**src/verilog/timer0_params.svh**
```systemverilog
// constants for the 8-bit timer/counter with shared prescaler
// assumes a single 25 MHz clock and an AXI4-Lite register slave
`ifndef TIMER0_PARAMS_SVH
`define TIMER0_PARAMS_SVH
`define ADDR_COUNT      4'h0
`define ADDR_CONTROL    4'h4
`define ADDR_OPTION     4'h8
`define ADDR_STATUS     4'hC
`define OPT_RESET       8'hFF
`define OPT_PS_LSB      0
`define OPT_ASSIGN      3
`define OPT_EDGE        4
`define OPT_SRC         5
`define CTL_FLAG        2
`define CTL_ENABLE      5
`define WRITE_INHIBIT   2'h2
`define PHASES          2'h3
`endif

```
**src/verilog/timer0_pkg.sv**
```systemverilog
// types for the 8-bit timer/counter
// assumes timer0_params.svh holds the numbers
package timer0_pkg;
   typedef logic [7:0]  byte_t;
   typedef logic [31:0] word_t;
   typedef logic [1:0]  resp_t;
endpackage
```
**src/verilog/timer0_core.sv**
```systemverilog
// timer/counter, shared 8-bit prescaler and AXI4-Lite register slave
// assumes the watchdog and sleep come from the core on the same clock
`timescale 1ns/100ps
`default_nettype none
`include "timer0_params.svh"
module timer0_core (
   input  wire logic             aclk,
   input  wire logic             aresetn,
   input  wire logic [3:0]       awaddr,
   input  wire logic             awvalid,
   output logic                  awready,
   input  wire timer0_pkg::word_t wdata,
   input  wire logic [3:0]       wstrb,
   input  wire logic             wvalid,
   output logic                  wready,
   output timer0_pkg::resp_t     bresp,
   output logic                  bvalid,
   input  wire logic             bready,
   input  wire logic [3:0]       araddr,
   input  wire logic             arvalid,
   output logic                  arready,
   output timer0_pkg::word_t     rdata,
   output timer0_pkg::resp_t     rresp,
   output logic                  rvalid,
   input  wire logic             rready,
   input  wire logic             external_count_input,
   input  wire logic             sleep,
   input  wire logic             watchdog_clear_instruction,
   input  wire logic             watchdog_tick,
   output logic                  watchdog_timeout,
   output logic                  timer_irq
);
   import timer0_pkg::*;

   ////////////////////////////////////////////////////////////////////
   // state
   byte_t      count_q, count_d;
   byte_t      opt_q, opt_d;
   byte_t      ctl_q, ctl_d;
   byte_t      pre_q, pre_d;
   logic [1:0] phase_q, phase_d;
   logic [1:0] inhibit_q, inhibit_d;
   logic [1:0] pin_sync_q;
   logic       samp_q, samp_d;
   logic       samp_old_q, samp_old_d;
   logic       awh_q, awh_d, wh_q, wh_d, bvalid_q, bvalid_d;
   logic [3:0] awa_q, awa_d;
   byte_t      wd_q, wd_d;
   logic [3:0] ws_q, ws_d;
   logic       rvalid_q, rvalid_d;
   word_t      rdata_q, rdata_d;
   resp_t      bresp_q, bresp_d, rresp_q, rresp_d;
   logic       wdt_out_q, wdt_out_d;

   // prescaler tap: bit n of the count toggles at 1:2^(n+1)
   function automatic logic tap(input byte_t cnt, input logic [2:0] sel);
      tap = cnt[sel];
   endfunction

   ////////////////////////////////////////////////////////////////////
   // derived controls
   logic to_timer, src_ext, edge_fall, cyc, do_write, wr_count;
   logic pin_edge, ext_level, ev_inc, pre_bit_old, pre_tick, ext_evt;
   logic [2:0] ratio;
   assign to_timer  = ~opt_q[`OPT_ASSIGN];
   assign src_ext   = opt_q[`OPT_SRC];
   assign edge_fall = opt_q[`OPT_EDGE];
   assign ratio     = opt_q[`OPT_PS_LSB +: 3];
   // instruction cycle: one enable pulse every four phases
   assign cyc       = (phase_q == `PHASES);
   assign do_write  = awh_q & wh_q & ~bvalid_q;
   assign wr_count  = do_write & (awa_q == `ADDR_COUNT) & ws_q[0];
   // pin edge seen on the second synchroniser stage only; comparing the
   // pin with its own last level avoids a false edge after reset or an
   // edge select change
   assign ext_level = edge_fall ? (samp_old_q & ~pin_sync_q[1])
                                : (~samp_old_q & pin_sync_q[1]);

   ////////////////////////////////////////////////////////////////////
   // two-flop synchroniser on the count pin
   always_ff @(posedge aclk) begin
      if (!aresetn) begin
         pin_sync_q <= 2'h0;
      end else begin
         pin_sync_q <= {pin_sync_q[0], external_count_input};
      end
   end

   ////////////////////////////////////////////////////////////////////
   // timer, prescaler and phase next state
   always_comb begin
      phase_d    = phase_q + 2'h1;
      pre_d      = pre_q;
      count_d    = count_q;
      ctl_d      = ctl_q;
      inhibit_d  = inhibit_q;
      samp_d     = samp_q;
      samp_old_d = pin_sync_q[1];
      wdt_out_d  = 1'b0;
      pin_edge   = 1'b0;
      ev_inc     = 1'b0;
      ext_evt    = 1'b0;
      pre_bit_old = tap(pre_q, ratio);
      pre_tick   = 1'b0;
      // prescaler clock: watchdog tick when assigned to the watchdog, else pin edge in counter mode or cycle in timer mode
      if (to_timer) begin
         if (src_ext) begin
            // divide the raw edge ahead of sampling
            pin_edge = ext_level;
         end else begin
            pin_edge = cyc;
         end
      end else begin
         pin_edge = watchdog_tick; // postscaler after watchdog
      end
      if (!sleep && pin_edge) begin
         pre_d = pre_q + 8'h01;
      end
      pre_tick = pre_bit_old & ~tap(pre_d, ratio);
      if (!to_timer) begin
         wdt_out_d = pre_tick;
      end
      // external events wait for phase two or four; the pending bit keeps
      // a pulse landing between sample points from being lost
      if (src_ext && !sleep) begin
         ext_evt = to_timer ? pre_tick : ext_level;
      end
      if (phase_q[0]) begin
         samp_d = ext_evt;
      end else begin
         samp_d = samp_q | ext_evt;
      end
      if (src_ext) begin
         ev_inc = phase_q[0] & samp_q;
      end else if (to_timer) begin
         ev_inc = pre_tick;
      end else begin
         ev_inc = cyc; // timer mode without prescaler
      end
      if (cyc && inhibit_q != 2'h0) begin
         inhibit_d = inhibit_q - 2'h1;
      end
      // sleep freezes the count
      if (!sleep && ev_inc && (inhibit_q == 2'h0)) begin
         count_d = count_q + 8'h01;
         if (count_q == 8'hFF) begin
            ctl_d[`CTL_FLAG] = 1'b1;
         end
      end
      if (wr_count) begin
         count_d   = wd_q;
         inhibit_d = `WRITE_INHIBIT;
         if (to_timer) begin
            pre_d = 8'h00;
         end
      end
      if (!to_timer && watchdog_clear_instruction) begin
         pre_d = 8'h00;
      end
      if (do_write && awa_q == `ADDR_CONTROL && ws_q[0]) begin
         // a rollover in the same cycle keeps the flag set
         // only a flag newly set this cycle survives the write
         ctl_d = wd_q | (ctl_d & ~ctl_q & (8'h01 << `CTL_FLAG));
      end
   end

   ////////////////////////////////////////////////////////////////////
   // AXI4-Lite slave next state; option written any time
   always_comb begin
      awh_d = awh_q;  awa_d = awa_q;
      wh_d  = wh_q;   wd_d  = wd_q;  ws_d = ws_q;
      bvalid_d = bvalid_q; bresp_d = bresp_q;
      rvalid_d = rvalid_q; rdata_d = rdata_q; rresp_d = rresp_q;
      opt_d = opt_q;
      if (awvalid && awready) begin
         awh_d = 1'b1;
         awa_d = awaddr;
      end
      if (wvalid && wready) begin
         wh_d = 1'b1;
         wd_d = wdata[7:0];
         ws_d = wstrb;
      end
      if (do_write) begin
         awh_d = 1'b0;
         wh_d  = 1'b0;
         bvalid_d = 1'b1;
         bresp_d  = 2'h0;
         if (awa_q == `ADDR_OPTION) begin
            if (ws_q[0]) opt_d = wd_q;
         end else if (awa_q == `ADDR_STATUS) begin
            bresp_d = 2'h2; // read-only
         end else if (awa_q != `ADDR_COUNT && awa_q != `ADDR_CONTROL) begin
            bresp_d = 2'h2;
         end
      end
      if (bvalid_q && bready) begin
         bvalid_d = 1'b0;
      end
      if (arvalid && arready) begin
         rvalid_d = 1'b1;
         rresp_d  = 2'h0;
         rdata_d  = 32'h0000_0000; // prescaler never visible
         if (araddr == `ADDR_COUNT) begin
            rdata_d[7:0] = count_q;
         end else if (araddr == `ADDR_CONTROL) begin
            rdata_d[7:0] = ctl_q;
         end else if (araddr == `ADDR_OPTION) begin
            rdata_d[7:0] = opt_q;
         end else if (araddr == `ADDR_STATUS) begin
            rdata_d[1:0] = inhibit_q;
         end else begin
            rresp_d = 2'h2;
         end
      end else if (rvalid_q && rready) begin
         rvalid_d = 1'b0;
      end
   end

   ////////////////////////////////////////////////////////////////////
   // registers
   always_ff @(posedge aclk) begin
      if (!aresetn) begin
         count_q <= 8'h00;  opt_q <= `OPT_RESET;  ctl_q <= 8'h00;
         pre_q <= 8'h00;    phase_q <= 2'h0;      inhibit_q <= 2'h0;
         samp_q <= 1'b0;    samp_old_q <= 1'b0;   wdt_out_q <= 1'b0;
         awh_q <= 1'b0;     awa_q <= 4'h0;        wh_q <= 1'b0;
         wd_q <= 8'h00;     ws_q <= 4'h0;         bvalid_q <= 1'b0;
         bresp_q <= 2'h0;   rvalid_q <= 1'b0;     rdata_q <= 32'h0000_0000;
         rresp_q <= 2'h0;
      end else begin
         count_q <= count_d;  opt_q <= opt_d;       ctl_q <= ctl_d;
         pre_q <= pre_d;      phase_q <= phase_d;   inhibit_q <= inhibit_d;
         samp_q <= samp_d;    samp_old_q <= samp_old_d;
         wdt_out_q <= wdt_out_d;
         awh_q <= awh_d;      awa_q <= awa_d;       wh_q <= wh_d;
         wd_q <= wd_d;        ws_q <= ws_d;         bvalid_q <= bvalid_d;
         bresp_q <= bresp_d;  rvalid_q <= rvalid_d; rdata_q <= rdata_d;
         rresp_q <= rresp_d;
      end
   end

   ////////////////////////////////////////////////////////////////////
   // outputs; request masked by enable bit
   assign awready  = ~awh_q & ~bvalid_q;
   assign wready   = ~wh_q & ~bvalid_q;
   assign bvalid   = bvalid_q;
   assign bresp    = bresp_q;
   assign arready  = ~rvalid_q;
   assign rvalid   = rvalid_q;
   assign rdata    = rdata_q;
   assign rresp    = rresp_q;
   assign timer_irq = ctl_q[`CTL_FLAG] & ctl_q[`CTL_ENABLE];
   assign watchdog_timeout = wdt_out_q;

   ////////////////////////////////////////////////////////////////////
   // checks
   AST_SLEEP_FREEZE: assert property (@(posedge aclk) disable iff (!aresetn)
      sleep && !wr_count |=> count_q == $past(count_q))
      else $error("count moved in sleep");
   AST_INHIBIT: assert property (@(posedge aclk) disable iff (!aresetn)
      wr_count |=> inhibit_q == 2'h2)
      else $error("write did not inhibit");
   AST_NO_INC: assert property (@(posedge aclk) disable iff (!aresetn)
      inhibit_q != 2'h0 && !wr_count |=> count_q == $past(count_q))
      else $error("counted while inhibited");
   AST_WRAP: assert property (@(posedge aclk) disable iff (!aresetn)
      count_q == 8'hFF ##1 count_q == 8'h00 && !$past(wr_count)
      |-> ctl_q[`CTL_FLAG])
      else $error("rollover lost flag");
   AST_MASK: assert property (@(posedge aclk) disable iff (!aresetn)
      !ctl_q[`CTL_ENABLE] |-> !timer_irq)
      else $error("irq not masked");
   AST_PRE_CLR: assert property (@(posedge aclk) disable iff (!aresetn)
      wr_count && to_timer |=> pre_q == 8'h00)
      else $error("prescaler not cleared");
   AST_WDT_CLR: assert property (@(posedge aclk) disable iff (!aresetn)
      watchdog_clear_instruction && !to_timer |=> pre_q == 8'h00)
      else $error("watchdog clear missed");
   AST_TIMER_STEP: assert property (@(posedge aclk) disable iff (!aresetn)
      !src_ext && !sleep ##1 1'b1 |-> count_q - $past(count_q) <= 8'h01
      || $past(wr_count))
      else $error("timer stepped by more than one");
   COV_WRAP: cover property (@(posedge aclk) ctl_q[`CTL_FLAG]);
   COV_IRQ: cover property (@(posedge aclk) timer_irq);
   COV_EXT: cover property (@(posedge aclk) src_ext && ev_inc);
endmodule
`default_nettype wire

```
**config.mk**
```make
export PLATFORM = sky130hd
export DESIGN_NAME = timer0_core
export DESIGN_NICKNAME = d
export VERILOG_FILES = /design/src/verilog/timer0_pkg.sv /design/src/verilog/timer0_core.sv
export VERILOG_INCLUDE_DIRS = /design/src /design/src/verilog
export SDC_FILE = /design/constraint.sdc
export NUM_CORES = 1
export LEC_CHECK = 0
export BUFFER_PORTS_ARGS = -buffer_cell sky130_fd_sc_hd__buf_2
export CORE_UTILIZATION = 35
export CTS_CLUSTER_DIAMETER = 150
export CTS_CLUSTER_SIZE = 20
export DETAILED_ROUTE_END_ITERATION = 8
export SLEW_MARGIN = 20
export SYNTH_ARGS = -nofsm -noshare
export SYNTH_HDL_FRONTEND = slang
export SYNTH_SLANG_ARGS = --single-unit
```
**constraint.sdc**
```tcl
create_clock -name aclk -period 6.99 [get_ports aclk]
set_input_delay 0.699 -clock aclk [delete_from_list [all_inputs] [get_ports aclk]]
set_output_delay 0.699 -clock aclk [all_outputs]
set_load 0.005 [all_outputs]
```
* After elaboration in Yosys (flattened, before gate mapping)
Index checks and enable logic that the tools add are counted.
Word-level totals: register bits after elaboration 70, output and inout bits 43, input port bits 55
Operators by class: $add $sub $neg 4, bitwise gates (word level) 23, multiplexer cells 36, equality and inequality tests 9, reduce and logical (&&, ||, !) cells 29, magnitude comparators 1
Operators with widths (count):
- 8-bit two-way mux | 7
- 2-bit two-way mux | 11
- 8-bit by 1-bit adder with 8-bit output, second input constant | 2
- 4-bit == test, second input constant | 4
- 1-bit logical AND | 14
- 1-bit two-way mux | 14
- 1-bit bitwise AND | 11
- 4-bit by 3-bit == test with 1-bit output, second input constant | 2
- 8-bit == test, second input constant | 1
- 4-bit logical NOT | 2
- 1-bit NOT | 8
- 8-bit by 3-bit bitwise OR with 8-bit output | 1
- 2-bit nonzero test | 4
- 2-bit OR reduction | 4
- 1-bit binary-select mux with 3-bit select | 2
- 6-bit two-way mux | 1
- 3-bit by 4-bit < comparator with 1-bit output, second input constant | 1
- 4-bit by 3-bit != test with 1-bit output, second input constant | 1
- 4-bit nonzero test | 1
- 3-bit bitwise AND | 1
- 3-bit two-way mux | 1
- 3-bit NOT | 1
- 3-bit AND reduction | 1
- 2-bit by 1-bit adder with 2-bit output, second input constant | 1
- other kinds (6) | 6

* Depth between registers and ports, before layout
Gate-level depths: netlist of the first run.
depth after elaboration 19, gate-level depth with buffers 10, depth with buffers taken out 9

* Least setup slack after synthesis of the first run
No wires, ideal clock.
path kind input to register, start point input sleep, end point register count_q[6], stages on the path 9, arrival time 2.634 ns, setup slack 4.221 ns, data required time 6.855 ns, buffers on the path 2, cells stage by stage and3b_1 -> buf_1 -> a21oi_2 -> o41a_1 -> nor4_4 -> a31oi_2 -> buf_2 -> o41ai_1 -> a31oi_1
Between the ends: cells in the longest elaborated chain, start to end 12
Ends and longest elaborated chain:
- start: declaration | RTL line timer0_core.sv:27 | input wire logic sleep,
- 1-bit logical NOT * | RTL line timer0_core.sv:116, timer0_core.sv:144
- 1-bit logical AND | RTL line timer0_core.sv:116 | if (!sleep && pin_edge) begin
- 8-bit two-way mux | RTL line timer0_core.sv:116
- 1-bit binary-select mux with 3-bit select | RTL line timer0_core.sv:57 | tap = cnt[sel];
- 1-bit two-way mux (not written as such) | RTL line timer0_core.sv:57
- 1-bit NOT | RTL line timer0_core.sv:119 | pre_tick = pre_bit_old & ~tap(pre_d, ratio);
- 1-bit bitwise AND | RTL line timer0_core.sv:119
- 1-bit two-way mux | RTL line timer0_core.sv:135 | end else if (to_timer) begin
- 1-bit two-way mux | RTL line timer0_core.sv:133 | if (src_ext) begin
- 1-bit logical AND * (2 in a row) | RTL line timer0_core.sv:144 | if (!sleep && ev_inc && (inhibit_q == 2'h0)) begin
- 2-bit nonzero test (no line) *
- end signal: assignment | RTL line timer0_core.sv:232 | count_q <= count_d; opt_q <= opt_d; ctl_q <= ctl_d;
- end: declaration | RTL line timer0_core.sv:37 | byte_t count_q, count_d;
Mark *: on every way between the ends. The rest lies on a longest branch, timed or not. The select of a mux whose other input is x is not followed. A chain may end at the register's enable or synchronous reset.

* Worst setup path after layout of the first run
start point register pin_sync_q[1], end point register ctl_q[2]
Between the ends: cells in the longest elaborated chain, start to end 19, elaborated cells between the ends (all ways) 20
Ends and longest elaborated chain:
- start: declaration | RTL line timer0_core.sv:43 | logic [1:0] pin_sync_q;
- start signal: assignment | RTL line timer0_core.sv:85 | pin_sync_q <= {pin_sync_q[0], external_count_input};
- 1-bit NOT | RTL line timer0_core.sv:76 | assign ext_level = edge_fall ? (samp_old_q & ~pin_sync_q[1])
- 1-bit bitwise AND | RTL line timer0_core.sv:76
- 1-bit two-way mux * | RTL line timer0_core.sv:76
- 1-bit two-way mux * | RTL line timer0_core.sv:107 | if (src_ext) begin
- 1-bit two-way mux * | RTL line timer0_core.sv:106 | if (to_timer) begin
- 1-bit logical AND * | RTL line timer0_core.sv:116
- 8-bit two-way mux * | RTL line timer0_core.sv:116
- 1-bit binary-select mux with 3-bit select * | RTL line timer0_core.sv:57
- [2 not listed]
- 1-bit bitwise AND * | RTL line timer0_core.sv:119
- 1-bit two-way mux * | RTL line timer0_core.sv:135
- 1-bit two-way mux * | RTL line timer0_core.sv:133
- 1-bit logical AND * (2 in a row) | RTL line timer0_core.sv:144
- 1-bit two-way mux * | RTL line timer0_core.sv:144
- 3-bit bitwise AND | RTL line timer0_core.sv:163 | ctl_d = wd_q | (ctl_d & ~ctl_q & (8'h01 << `CTL_FLAG));
- 8-bit by 3-bit bitwise OR with 8-bit output | RTL line timer0_core.sv:163
- 3-bit two-way mux * | RTL line timer0_core.sv:160 | if (do_write && awa_q == `ADDR_CONTROL && ws_q[0]) begin
- end signal: assignment | RTL line timer0_core.sv:232
- end: declaration | RTL line timer0_core.sv:39 | byte_t ctl_q, ctl_d;
Marked as above.

==> results of run 1 <==
## final timing paths
check                                              start                        to  slack, ns  cells past startpoint
worst min register to register  pin_sync_q[0]$_SDFF_PN0_  pin_sync_q[1]$_SDFF_PN0_       0.45                      1
worst max register to register  pin_sync_q[1]$_SDFF_PN0_       ctl_q[2]$_SDFF_PN0_       3.74                      8
worst max-delay path            pin_sync_q[1]$_SDFF_PN0_       ctl_q[2]$_SDFF_PN0_       3.74                      8
worst min-delay path            pin_sync_q[0]$_SDFF_PN0_  pin_sync_q[1]$_SDFF_PN0_       0.45                      1
## Yosys cell counts (all sizes together) (2+ instances only)
library cell	n
nor3	6
a22oi	8
o21ai	24
nor4	2
nor3b	3
nor2b	3
buf	29
mux2i	22
nand2	59
and4	2
xnor2	5
and3	4
inv	15
nand2b	3
a21o	2
or4	3
nor2	46
a21oi	21
and3b	2
nand3	13
a31oi	9
ha	4
and4b	2
or3	5
o211ai	8
a2111oi	2
nand3b	2
nand4	4
o31ai	2
and2	9
mux4	3
dfxtp	68
clkbuf	17
## routing by layer
| metal | global-route usage [%] | share of wire [%] |
|---|---|---|
| met1 | 22.3 | 47 |
| met2 | 27.4 | 47 |
| met3 | 3.90 | 4.7 |
| met4 | 6.48 | 1.4 |
| met5 | 0 | 0 |
## cells by family (layout without fill, tap and decap cells)
| logic type | Yosys count | after routing | synth area share (%) |
|---|---|---|---|
| DFF | 68 | 68 | 38.9 |
| and+or+nand+nor | 173 | 173 | 24.3 |
| muxes | 25 | 25 | 8.21 |
| buffers and inverters | 61 | 76 | 9.39 |
| AOI/OAI and AO/OA | 87 | 87 | 16.2 |
| adders and majority gates | 4 | 4 | 1.43 |
| other | 1 | 26 | 0.107 |
| xor gates and xnor gates | 6 | 6 | 1.50 |
## final cells by class
type / instances / share of cell area (%)
Multi-Input combinational cell: 321 / 48.9
Sequential cell: 68 / 34.9
Timing Repair Buffer: 45 / 5.84
Tap cell: 133 / 4.26
Clock buffer: 9 / 3.17
Clock inverter: 7 / 1.54
Inverter: 15 / 1.44
## flip-flops by register name, summed over array words and instances, names as in the netlist, 2 cells and up
| signal | cells |
|---|---|
| rdata | 8 |
| ctl_q | 8 |
| pin_sync_q | 2 |
| count_q | 8 |
| pre_q | 8 |
| opt_q | 8 |
| wd_q | 8 |
| inhibit_q | 2 |
| awa_q | 4 |
| phase_q | 2 |
## power breakdown
group	internal (mW)	switching, mW
clock	0.133	0.165
sequential	0.398	0.0108
combinational	0.0237	0.0346
total	0.555	0.211
## stage by stage
| step | cells | utilization, % | hold WS [ns] |
|---|---|---|---|
| 3_5_place_dp | 582 | 38.2 | 0.440 |
| 3_3_place_gp | 582 | 38.2 | 0.425 |
| 5_1_grt | 598 | 40.1 | 0.472 |
| 4_1_cts | 598 | 40.1 | 0.460 |
| 2_1_floorplan | 450 | - | 0.412 |
| 6_report | 598 | 40.1 | 0.449 |
==> flow_summary.yaml, run 1 <==
power_and_ir_drop:
  p_leak_nw: 1.63
  power.total_mw: 0.766
  power.density_nw_per_um2: 196
  ir_worst_vdd_v: 0.000116
clocking:
  numCtsBuffers: 9
  clk_path_buf_depth: 2
  hold_buffers: 0
  clockRootBuffer: "clkbuf_8"
  clk_pin_slew_worst_paths_ns: 0.08
  h-tree-depth: 3
  insertion_delay_ns: 0.36
  clock_sinks: 68
  cts_setup_buffers: 0
  ctsResizeCount: 0
  tritoncts: "yes"
critical_path:
  cp-start-kind: "flip-flop"
  worst-path-buf-inv: 0
  cp_slowest_cell: "or4_1"
  critical-path-max-stage-delay_ns: 0.62
  crit_type: "flip-flop to flip-flop"
  arrival_ns: 3.53
  cp_max_fo: 16
  end_kind: "flip-flop"
  crit_family: "simple AND/OR/NAND/NOR gates"
  cp_cell_sequence: "and4b_1 > a2111oi_0 > nor2_1 > mux2i_1 > nor4_4 > a31oi_2 > or4_1 > a21oi_1"
  worstPathRequired_ns: 7.27
timing:
  period_minus_slack_ns: 3.25
  finalSetupTns_ns: 0
  skew_ns: 0.0132
  fmax_mhz: 308
  setup_viol: 0
  fin_ws_ns: 3.74
  slew_viol_final: 0
  worst_pin_slew_ns: 0.954
  period_share_pct: 46.4
  timing.final.hold_violations: 0
  rsz0062_at_grt: "no"
  slew_headroom_pct: 35.9
synth:
  syn-cell-area_um2: 3500
  synth_top_cell_by_area: "dfxtp_1"
  synthTopCellsByArea: "dfxtp_1 (39%), nand2_1 (6.3%), mux2i_1 (6.3%)"
  yosys_warnings: 0
  synth.distinct_cells: 57
  async_reset_ff_share_pct: 0
  syn_avg_cell_area_um2: 8.24
  synth_ff_type: "dfxtp_1"
  synth.top_cell.area_share_pct: 38.9
  postSynthCellCount: 425
  seq_area_frac_synth_pct: 38.9
  synth_seq_cells: 68
  synth_edf_count: 0
cells_and_area:
  drive_above_1_share_pct: 15.1
  synthToLayoutAreaGrowth_pct: 11.4
  num_antenna_cells: 0
  final_common_cell: "dfxtp_1"
  seqCellArea_um2: 1360
  fin_nets: 519
  fin_area_um2: 3900
  final_cell_mix: "dfxtp_1 (68), nand2_1 (59), nor2_1 (46)"
  num-fill-cells: 998
  multiInputGateArea_um2: 1910
global_routing:
  grt_overflow: 0
  grt_pass1_wl_mm: 13.7
  grtUsageTotal_pct: 17.1
  grt_max_degree: 37
  grt_antenna_before_repair: 0
  grt_pass1_vias: 2773
status:
  violations: "design-rule violations"
  status: "finished with violations"
detailed_routing:
  drc: 1
  drt-initial-drc-count: 123
  vias_per_cell: 5.05
  vias: 3020
  routed_wirelength_mm: 8.03
  dr.pass1.iters: 6
  wl_per_cell_um: 13.4
  postRouteAntennaNets: 0
placed_design:
  dp.final_hpwl_mm: 5.79
  place_ws_ns: 3.75
  gp_congestion: 0.890
  dpl_cell_area_um2: 3720
  portBuffers: 44
die:
  core.rowCount: 36
  io_pins: 98
  die_w_um: 102
  start_util_pct: 36.0
  core_area_um2: 9730
  die_y_um: 102
  die-area_um2: 10400
hold_path:
  hp-class: "flip-flop to flip-flop"
job:
  maxCapViolations: 0
(Power assumes the default switching activity.)
==> run 2, diff against run 1 <==
- ABC_AREA: default -> 1
- clock period: 6.99 -> 3.1 ns (I/O delays scaled with it)
==> flow_summary.yaml, run 2 <==
status:
  status: "finished clean"
clocking:
  clk_pin_slew_worst_paths_ns: 0.08
  cts_setup_buffers: 0
  clockRootBuffer: "clkbuf_8"
  hold_buffers: 0
  insertion_delay_ns: 0.35
  clk_path_buf_depth: 2
  h-tree-depth: 3
  clock_sinks: 68
  ctsResizeCount: 0
  tritoncts: "yes"
  numCtsBuffers: 9
timing:
  period_share_pct: 76.5
  worst_pin_slew_ns: 0.618
  slew_headroom_pct: 58.7
  setup_viol: 0
  timing.final.hold_violations: 0
  finalSetupTns_ns: 0
  fmax_mhz: 422
  slew_viol_final: 0
  hold_slack_ns: 0.134
  period_minus_slack_ns: 2.37
  skew_ns: 0.0106
  fin_ws_ns: 0.730
  rsz0062_at_grt: "no"
die:
  io_pins: 98
  die_w_um: 102
  die-area_um2: 10400
  core.rowCount: 36
  core_area_um2: 9770
  die_y_um: 102
  start_util_pct: 36.0
cells_and_area:
  multiInputGateArea_um2: 1730
  final_core_util_pct: 40.6
  final_cell_mix: "nand2_1 (73), dfxtp_1 (68), inv_1 (60)"
  synthToLayoutAreaGrowth_pct: 12.8
  fin_area_um2: 3970
  drive_above_1_share_pct: 19.6
  seqCellArea_um2: 1360
  instances_no_fill: 673
  fin_nets: 594
  num-fill-cells: 1074
  num_antenna_cells: 0
  final_common_cell: "nand2_1"
critical_path:
  path_common_cell: "nand2_2"
  worstPathRequired_ns: 3.32
  crit_family: "simple AND/OR/NAND/NOR gates"
  arrival_ns: 2.59
  cp_cell_sequence: "ha_1 > inv_2 > nor2_1 > o21bai_1 > nand2_2 > nand2_2 > nand2_1 > nand3_1 > nand2_1 > o21ai_1 > nand2_1 > nand2_2 > nand2_2 > nand2_2 > nand2_4 > nand2_4 > nand2_8 > nand2_2 > a21oi_2"
  worst-path-buf-inv: 1
  end_kind: "flip-flop"
  cp_slowest_cell: "dfxtp_1"
  cp-start-kind: "flip-flop"
  critical-path-max-stage-delay_ns: 0.33
  cp_max_fo: 11
  crit_type: "flip-flop to flip-flop"
synth:
  ys_top_cells_by_count: "nand2_1 (73), dfxtp_1 (68), inv_1 (60), o21ai_0 (52), a21oi_1 (43)"
  synth.distinct_cells: 39
  async_reset_ff_share_pct: 0
  synth_seq_cells: 68
  yosys_warnings: 0
  postSynthCellCount: 492
  synth_top_cell_by_area: "dfxtp_1"
  synthTopCellsByArea: "dfxtp_1 (39%), nand2_1 (7.8%), o21ai_0 (7.4%)"
  synth_edf_count: 0
  synth.top_cell.area_share_pct: 38.7
  syn_avg_cell_area_um2: 7.14
  seq_area_frac_synth_pct: 38.7
  syn-cell-area_um2: 3510
  synth_ff_type: "dfxtp_1"
  yosysMostFrequentCell: "nand2_1"
power_and_ir_drop:
  power.total_mw: 1.84
  p_seq_share_pct: 50.7
  p_switching_mw: 0.497
  power_frac_comb_pct: 9.4
  power.density_nw_per_um2: 465
  p_int_mw: 1.35
  ir_worst_vdd_v: 0.000291
  p_clk_share_pct: 39.9
  swShare_pct: 26.9
  p_leak_nw: 1.67
detailed_routing:
  vias: 3190
  drt-initial-drc-count: 194
  vias_per_cell: 4.74
  wl_per_cell_um: 12.1
  drc: 0
  dr.pass1.iters: 4
  postRouteAntennaNets: 0
  routed_wirelength_mm: 8.16
global_routing:
  grt_pass1_wl_mm: 13.4
  grtUsageTotal_pct: 16.6
  grt_overflow: 0
  grt_pass1_vias: 2855
  grt_antenna_before_repair: 0
  grt_max_degree: 41
placed_design:
  portBuffers: 44
  dp_cells: 657
  place_ws_ns: 0.701
  dpl_cell_area_um2: 3770
  dp.final_hpwl_mm: 5.90
  gp_congestion: 0.810
job:
  maxCapViolations: 0
hold_path:
  hp-class: "input pin to flip-flop"
==> run 2: final timing paths <==
check	start	end	slack [ns]	depth (start not counted)
max	phase_q[0]$_SDFF_PN0_	count_q[7]$_SDFFE_PN0P_	0.73	19
max reg2reg	phase_q[0]$_SDFF_PN0_	count_q[7]$_SDFFE_PN0P_	0.73	19
min reg2reg	pin_sync_q[0]$_SDFF_PN0_	pin_sync_q[1]$_SDFF_PN0_	0.41	2
min	bready	bvalid$_SDFFE_PP0P_	0.13	2
==> run 2: kinds of logic (layout without fill, tap and decap cells) <==
family / count (synthesis) / count (layout) / synth area share [%]
AND/OR/NAND/NOR: 180 / 180 / 24.4
AO/OA/AOI/OAI: 129 / 129 / 20.3
flip-flops: 68 / 68 / 38.7
XOR/XNOR: 1 / 1 / 0.249
buffers and inverters: 109 / 132 / 14.7
other: 1 / 26 / 0.107
adder cells (fa/ha/maj): 4 / 4 / 1.42
==> run 2: cell type report <==
cell class	count	share of cell area (%)
sequential	68	34.3
tap	133	4.20
clock buffer	9	3.12
timing repair buffer	49	6.50
clock inverter	7	1.89
multi-input combinational	340	43.6
inverter	67	6.34
==> run 2: power groups by stage <==
stage	Combinational, mW	Sequential, mW	Clock [mW]
after global routing	0.201	0.939	0.803
after detailed placement	0.174	0.955	0
after CTS	0.175	0.935	0.756
after floorplan	0.135	0.949	0
after global placement	0.171	0.954	0
final	0.174	0.935	0.735
==> run 2: routing by layer <==
| layer | vias up | global-route usage, % | part of all wire, % |
|---|---|---|---|
| li1 | 1651 | - | - |
| met1 | 1458 | 21.2 | 47 |
| met2 | 73 | 27.9 | 48 |
| met3 | 8 | 4.24 | 4.1 |
| met4 | 0 | 4.07 | 0.91 |
| met5 | - | 0 | 0 |
